File: config.mk
export PLATFORM = sky130hd
export DESIGN_NAME = lft_led_fade_ctrl
export DESIGN_NICKNAME = d
export VERILOG_FILES = /design/src/lft_pkg.sv /design/src/lft_debounce.sv /design/src/lft_led_fade_ctrl.sv /design/src/lft_step_timer.sv
export SDC_FILE = /design/constraint.sdc
export NUM_CORES = 1
export LEC_CHECK = 0
export BUFFER_PORTS_ARGS = -buffer_cell sky130_fd_sc_hd__clkbuf_2
export CORE_UTILIZATION = 58
export DETAILED_ROUTE_END_ITERATION = 12
export HOLD_SLACK_MARGIN = 0.05
export PLACE_DENSITY = 0.78
export SYNTH_ARGS = -nofsm -noshare
export SYNTH_HDL_FRONTEND = slang
export SYNTH_SLANG_ARGS = --single-unit
File: constraint.sdc
create_clock -name clk -period 7.9 [get_ports clk]
set_clock_uncertainty 0.05 [all_clocks]
set_input_delay 1.58 -clock clk [delete_from_list [all_inputs] [get_ports clk]]
set_output_delay 1.58 -clock clk [all_outputs]
set_load 0.005 [all_outputs]
File: src/lft_pkg.sv
// constants shared by the led toggle/fade controller and its helpers
// assumes a single 100 MHz clock and a synchronous toggle input
package lft_pkg;
	localparam int CLK_NS = 10;
	// debounce interval, typical figure
	localparam int DEB_MS = 37;
	localparam int DEB_CYC = DEB_MS * 1000000 / CLK_NS;
	localparam int DEB_CNT_W = 32;
	// fade time per ohm of fade resistor: 2.5 us
	localparam int FADE_NS_PER_OHM_X10 = 25000;
	localparam int FADE_CYC_PER_OHM = FADE_NS_PER_OHM_X10 / 10 / CLK_NS;
	// grounded fade pin: whole ramp in about 73 us
	localparam int FAST_FADE_NS = 73000;
	localparam int NUM_STEPS = 63;
	localparam int FAST_STEP_CYC = FAST_FADE_NS / CLK_NS / NUM_STEPS;
	localparam int RES_W = 24;
	localparam int ACC_W = 34;
	localparam int IDX_W = 6;
	localparam int CODE_W = 10;
	localparam logic [IDX_W-1:0] IDX_MIN = 6'h00;
	localparam logic [IDX_W-1:0] IDX_MAX = 6'h3E;
	localparam logic [CODE_W-1:0] CODE_OFF = 10'h000;
	localparam logic [ACC_W-1:0] ACC_STEP = 34'h00000003F;
	localparam logic [ACC_W-1:0] ACC_FAST =
		ACC_W'(FAST_STEP_CYC * NUM_STEPS);
	localparam logic [ACC_W-1:0] ACC_PER_OHM = ACC_W'(FADE_CYC_PER_OHM);

	// gamma codes; last entry stands for full programmed current
	localparam logic [CODE_W-1:0] GAMMA_TABLE [0:NUM_STEPS-1] = '{
		10'h000, 10'h002, 10'h004, 10'h006, 10'h008, 10'h00A, 10'h00C,
		10'h010, 10'h014, 10'h018, 10'h01C, 10'h020, 10'h024, 10'h02A,
		10'h030, 10'h036, 10'h03C, 10'h042, 10'h048, 10'h050, 10'h058,
		10'h060, 10'h068, 10'h070, 10'h078, 10'h082, 10'h08C, 10'h096,
		10'h0A0, 10'h0AA, 10'h0B4, 10'h0C2, 10'h0D0, 10'h0DE, 10'h0EC,
		10'h0FA, 10'h108, 10'h11A, 10'h12C, 10'h13E, 10'h150, 10'h162,
		10'h174, 10'h18A, 10'h1A0, 10'h1B6, 10'h1CC, 10'h1E2, 10'h1FC,
		10'h216, 10'h232, 10'h24E, 10'h26C, 10'h28A, 10'h2AA, 10'h2CC,
		10'h2EE, 10'h312, 10'h336, 10'h35C, 10'h384, 10'h3B0, 10'h3FF
	};

	typedef enum logic [3:0] {
		LFT_OFF = 4'h1,
		LFT_RAMP_UP = 4'h2,
		LFT_ON = 4'h4,
		LFT_RAMP_DOWN = 4'h8
	} lft_state_type;
endpackage : lft_pkg

File: src/lft_debounce.sv
// debouncer for the active-low toggle input
// assumes the input is already synchronous to clk
`timescale 1ns/1ps
`default_nettype none
module lft_debounce #(
	parameter int DEB_CYCLES = lft_pkg::DEB_CYC
) (
	input wire logic clk,
	input wire logic rst_n,
	input wire logic raw_n,
	output logic settled_n,
	output logic press
);
	import lft_pkg::*;

	logic sample_r;
	logic settled_r;
	logic press_r;
	logic [DEB_CNT_W-1:0] cnt_r;

	assign settled_n = settled_r;
	assign press = press_r;

	always_ff @(posedge clk) begin
		if (!rst_n) begin
			sample_r <= 1'b1;
		end else begin
			sample_r <= raw_n;
		end
	end

	// level must hold a full interval either way before it settles
	always_ff @(posedge clk) begin
		if (!rst_n) begin
			settled_r <= 1'b1;
			press_r <= 1'b0;
			cnt_r <= '0;
		end else begin
			press_r <= 1'b0;
			if (sample_r == settled_r) begin
				cnt_r <= '0;
			end else if (cnt_r == DEB_CNT_W'(DEB_CYCLES - 1)) begin
				settled_r <= sample_r;
				press_r <= settled_r;
				cnt_r <= '0;
			end else begin
				cnt_r <= cnt_r + 1'b1;
			end
		end
	end
endmodule : lft_debounce
`default_nettype wire

File: src/lft_led_fade_ctrl.sv
// top of the led toggle/fade controller: debounced toggle, step timer,
// ramp sequencer and gamma lookup driving a current code
// assumes a 100 MHz clock; the analog stage turns the code into current
//
// Overview of operation
// - after reset the channel is off with zero current until a press
// - debounced press while off turns channel on and ramps up from zero
// - debounced press while sourcing ramps current down towards zero
// - presses are accepted while a fade is still in progress
// - toggle input debounced with a typical 37 ms interval
// - debounce applies to both falling and rising edges
// - each ramp moves through 63 gamma-corrected steps
// - total fade time is fade resistor ohms times 2.5 us
// - grounded fade pin ramps in about 73 us, debounce kept
// - gamma table starts 0,2,4,6,8,10,12,16 and reaches 318 at 39
// - input must be stable for the interval, 25 to 50 ms
// - gamma indices 40 to 47 hold 336 up to 482
`timescale 1ns/1ps
`default_nettype none
module lft_led_fade_ctrl #(
	parameter int DEB_CYCLES = lft_pkg::DEB_CYC
) (
	input wire logic clk,
	input wire logic rst_n,
	input wire logic toggle_n,
	input wire logic fade_time_pin_grounded,
	input wire logic [lft_pkg::RES_W-1:0] fade_resistor,
	output logic [lft_pkg::CODE_W-1:0] current_code,
	output logic channel_on,
	output logic fading,
	output logic toggle_settled_n
);
	import lft_pkg::*;

	logic press;
	logic settled_n;
	logic step_tick;
	logic ramping;
	lft_state_type state_r;
	logic [IDX_W-1:0] idx_r;
	logic [CODE_W-1:0] code_r;
	logic on_r;
	logic fading_r;
	logic settled_r;

	lft_debounce #(
		.DEB_CYCLES(DEB_CYCLES)
	) u_debounce (
		.clk(clk),
		.rst_n(rst_n),
		.raw_n(toggle_n),
		.settled_n(settled_n),
		.press(press)
	);

	assign ramping = (state_r == LFT_RAMP_UP) || (state_r == LFT_RAMP_DOWN);

	lft_step_timer u_step_timer (
		.clk(clk),
		.rst_n(rst_n),
		.run(ramping),
		.restart(press),
		.fast(fade_time_pin_grounded),
		.fade_resistor(fade_resistor),
		.step_tick(step_tick)
	);

	// sequencer: presses win over step ticks in the same cycle
	always_ff @(posedge clk) begin
		if (!rst_n) begin
			state_r <= LFT_OFF;
		end else if (press) begin
			case (state_r)
				LFT_OFF: state_r <= LFT_RAMP_UP;
				LFT_RAMP_UP: state_r <= LFT_RAMP_DOWN;
				LFT_ON: state_r <= LFT_RAMP_DOWN;
				LFT_RAMP_DOWN: state_r <= LFT_RAMP_UP;
				default: state_r <= LFT_OFF;
			endcase
		end else if (step_tick) begin
			case (state_r)
				LFT_RAMP_UP: begin
					if (idx_r == IDX_MAX) begin
						state_r <= LFT_ON;
					end
				end
				LFT_RAMP_DOWN: begin
					if (idx_r == IDX_MIN) begin
						state_r <= LFT_OFF;
					end
				end
				LFT_OFF: state_r <= LFT_OFF;
				LFT_ON: state_r <= LFT_ON;
				default: state_r <= LFT_OFF;
			endcase
		end
	end

	// index keeps its place on reversal; one step per tick
	always_ff @(posedge clk) begin
		if (!rst_n) begin
			idx_r <= IDX_MIN;
		end else if (!press && step_tick) begin
			if (state_r == LFT_RAMP_UP && idx_r != IDX_MAX) begin
				idx_r <= idx_r + 1'b1;
			end else if (state_r == LFT_RAMP_DOWN && idx_r != IDX_MIN) begin
				idx_r <= idx_r - 1'b1;
			end
		end
	end

	// output code: zero once fully off, table value otherwise
	always_ff @(posedge clk) begin
		if (!rst_n) begin
			code_r <= CODE_OFF;
		end else if (state_r == LFT_OFF) begin
			code_r <= CODE_OFF;
		end else begin
			code_r <= GAMMA_TABLE[idx_r];
		end
	end

	always_ff @(posedge clk) begin
		if (!rst_n) begin
			on_r <= 1'b0;
			fading_r <= 1'b0;
			settled_r <= 1'b1;
		end else begin
			on_r <= (state_r != LFT_OFF);
			fading_r <= ramping;
			settled_r <= settled_n;
		end
	end

	assign current_code = code_r;
	assign channel_on = on_r;
	assign fading = fading_r;
	assign toggle_settled_n = settled_r;
endmodule : lft_led_fade_ctrl
`default_nettype wire

File: src/lft_step_timer.sv
// step period generator: spreads the fade time over the 63 steps
// assumes fade_resistor is a static value in ohms
`timescale 1ns/1ps
`default_nettype none
module lft_step_timer (
	input wire logic clk,
	input wire logic rst_n,
	input wire logic run,
	input wire logic restart,
	input wire logic fast,
	input wire logic [lft_pkg::RES_W-1:0] fade_resistor,
	output logic step_tick
);
	import lft_pkg::*;

	logic [ACC_W-1:0] thr;
	logic [ACC_W-1:0] acc_r;
	logic [ACC_W-1:0] acc_nxt;
	logic tick_r;

	// threshold is whole fade time in cycles; accumulator adds steps
	always_comb begin
		if (fast || fade_resistor == '0) begin
			thr = ACC_FAST;
		end else begin
			thr = ACC_W'(ACC_PER_OHM * ACC_W'(fade_resistor));
		end
		acc_nxt = acc_r + ACC_STEP;
	end

	always_ff @(posedge clk) begin
		if (!rst_n) begin
			acc_r <= '0;
			tick_r <= 1'b0;
		end else if (!run || restart) begin
			acc_r <= '0;
			tick_r <= 1'b0;
		end else if (acc_nxt >= thr) begin
			acc_r <= acc_nxt - thr;
			tick_r <= 1'b1;
		end else begin
			acc_r <= acc_nxt;
			tick_r <= 1'b0;
		end
	end

	assign step_tick = tick_r;
endmodule : lft_step_timer
`default_nettype wire

==> results.md <==
- The run finished with clean final reports.
- From bottom edge to top edge, the die measures 140 um.
- Each instance of the synthesized netlist takes up on average 8.31 sq um.
- The combined area of all synthesized cells is 0.0111 sq mm.
- The total routed wirelength is between 20 and 25 mm.
- Among all cell types in the netlist, the one instantiated most often is inv_1.
- The number of rows created at floorplan is 50.
- The die covers between 0.015 and 0.02 sq mm.
- Yosys attributes the largest share of cell area to dfxtp_1 (17%), fa_1 (16%), ha_1 (14%).
- The flip-flop cell with the highest count after synthesis is dfxtp_1.
- The later pin in the worst-skew pair is clocked with a latency of 340 ps.
- 41 I/O pins were placed.
- Relative to the synthesized area, the layout overhead comes to 18.2%.
- The number of search-and-repair iterations in the first detailed-routing pass is 5.
- The number of register bits inferred by synthesis is 93.
- Derived from the worst setup path, the maximum achievable clock frequency is 0.128 GHz.
- The buffering stage count on the worst path with inverters included is 6.
- The floorplan core area is 0.0187 sq mm.
- Of the synthesized area, sequential elements account for 16.8%.
- The time the worst path needs with I/O delays and setup is 7820 ps.
- The worst setup path is captured at a flip-flop.
- The initial utilization of the core area, before any placement, comes to around three fifths.
- The number of buffers inserted by port buffering is 40.
- Across the run, the number of max-cap violations was 0.
- Clock tree synthesis inserted a total of 9 buffers.
- The worst path arrival time is between 7000 and 8000 ps.
- The tree is rooted in a clkbuf_16.
- The required time of the worst setup path is 8050 ps.
- CTS built an H-tree with a depth of 3.
- The slew at the pin with the worst max-slew slack is between 1000 and 1500 ps.
- The clock-pin slew reported for the worst setup and hold paths after clock tree synthesis is roughly 60 ps.
- Entering global routing, the biggest net connects 37 pins.
- The remaining antenna violation count is 0.
- Of all nets on the critical path, the largest fanout is 5.
- The cell with the largest stage delay on the worst path is fa_1.
- The remaining design rule violation count is 0.
- Summed over its instances, the top area cell type makes up 16.8% of the synthesized netlist area.
- The horizontal extent of the die is between 100 and 150 um.
- The post-synthesis net count is 1,573.
- The worst pin sits at a relative slew slack of a little under a fifth.
- The worst setup path is of the input pin to flip-flop kind.
- The count of endpoints failing hold in the final timing report is 0.
- Across the VDD grid, the largest voltage drop is approximately 0.20 mV.
- The net count of the finished layout is 1,735.
- Summed over all layers, the global routing overflow is 0.
- The final number of max-transition violations is 0.
- After synthesis, the share of flip-flops with an asynchronous set or reset is 0%.
- The library cell appearing most often on the critical path is fa_1.
- 0 antenna diodes ended up in the layout.
- The first global-routing pass estimated 40.2 mm of wire.
- The ratio of cells with drive above 1 in the final layout is a little under a fifth.
- The synthesized design contains 0 enable-type register cells.
- Setup repair after global routing could not meet its margin everywhere.
- The non-filler instance count after layout is approximately 1,700.
- The setup-violating endpoint count in the final report is 0.
- The via total after detailed routing is 9,619.
- The worst stage delay on the critical path is 560 ps.
- TritonCTS built the clock tree.
- The buffer levels on the longest clock path is 2.
- The average wire length per cell after detail routing is 13.9 um.
- The launching element type of the critical path is an input pin.
- The clock net in this run drives a total of a little over 90 sinks.
- The number of antenna violations at the first check in global routing is 0.
- The path class of the tightest hold or removal check is flip-flop to flip-flop.
- The cell count after synthesis is ~1,300.
- The cell taking the most area after synthesis is dfxtp_1.
- The final period utilization is between 90 and 100%.
- The count of warnings emitted by yosys is 0.
- Once detailed placement completed, the half-perimeter wirelength came to 19.3 mm.
- In this run the static leakage power is roughly 6.2 nW.
- Summed over all failing endpoints, the final setup total negative slack is 0 ps.
- The routed via count divided by cell count is 5.55.
- The detailed router finished its first iteration with 423 violations.
- At the end of routability-driven placement, the weighted congestion stood at 0.914.
- Power spread over the standard cell area amounts to 312 mW/mm^2.
- Grouping stages by cell kind, the critical path spends the most delay in adder cells.
- The share of the core filled with cells in the final layout is 70.0%.
- The design area is approximately 0.013 sq mm.
- For this run, the total global-route usage over all layers was measured as 24.4%.
- Counting tap cells, the placed design contains a total of roughly 1,700 instances.
- The standard cell area after detailed placement is ~0.012 sq mm.
- The unique cell type count in the Yosys netlist is 78.
- Sorting the synthesized cells by how often they occur yields inv_1 (165), ha_1 (124), nor2_1 (122), dfxtp_1 (93).
- The number of global-route vias before repair is 9,141.
==> placed cells by master (no fill, tap or decap), types with 25 or more instances in the layout <==
master / count
dfxtp_1: 93
nor2_1: 122
buf_4: 141
clkbuf_2: 37
xor2_1: 43
mux2i_1: 33
a21oi_1: 82
nand2_1: 87
inv_1: 156
ha_1: 119
fa_1: 87
nand3_1: 46
o21ai_0: 44
xnor2_1: 66
a21o_1: 25
==> power breakdown <==
group          leakage, nW  internal, mW  switching [mW]
clock                0.149         0.261           0.173
sequential           0.749         0.469        0.000540
combinational         5.30          1.57            1.61
==> cell families (layout without fill, tap and decap cells) <==
group,after synthesis,after routing,share of synthesized area [%]
XOR/XNOR,110,110,8.76
AND/OR/NAND/NOR,409,409,18.4
multiplexers,35,35,3.17
flip-flops,93,93,16.8
buffers and inverters,204,370,7.33
adder cells (fa/ha/maj),212,212,29.9
AO/OA/AOI/OAI,270,270,15.6
==> path summary, 6_finish.rpt <==
path | depth (start not counted) | slack [ps] | endpoint | start
max | 30 | 80 | u_step_timer.acc_r[12] | fade_resistor[4]
min | 1 | 410 | u_debounce.cnt_r[0] | u_debounce.cnt_r[0]
max reg2reg | 20 | 3240 | u_step_timer.acc_r[12] | u_step_timer.acc_r[0]
min reg2reg | 1 | 410 | u_debounce.cnt_r[0] | u_debounce.cnt_r[0]
==> flip-flops by register name (all words and copies together), names as in the netlist <==
name / count
u_step_timer.acc_r: 34
u_debounce.cnt_r: 32
current_code: 10
idx_r: 6
state_r: 4
channel_on: 1
fading: 1
toggle_settled_n: 1
u_debounce.press: 1
u_debounce.sample_r: 1
u_debounce.settled_n: 1
u_step_timer.step_tick: 1
==> layout make-up <==
class	instances	area [sq um]
multi-input combinational	1036	8620
clock inverter	3	43.8
inverter	167	629
sequential	93	1860
timing repair buffer	188	1390
clock buffer	12	256
tap	234	293
fill	1422	5610
==> through the flow <==
step | hold slack, ps | total power, mW | worst slack, ps
6_report | 409 | 4.09 | 76.7
5_1_grt | 445 | 4.48 | -191
4_1_cts | 413 | 3.87 | 0.153
3_5_place_dp | 399 | 3.42 | -390
3_3_place_gp | 393 | 3.35 | -279
2_1_floorplan | 376 | 2.44 | 44.5
==> layer usage <==
metal  track usage (%)  routed length (um)  vias to the layer above
met4              7.00                 540                        0
met3              1.57                 555                       42
li1                  -                   -                     4908
met1              30.9               11000                     4494
met2              44.7               12100                      175
met5                 0                   0                        -
==> repair_timing <==
item / 4_1_cts / 5_1_grt
hold buffers: 0 / 0
setup buffers: 0 / 6
pin swaps: 0 / 20
cloned: 0 / 2
endpoints found under the setup margin: 3 / 35
gates resized for setup: 3 / 54
Note: power is estimated with default switching activity, not from simulation.
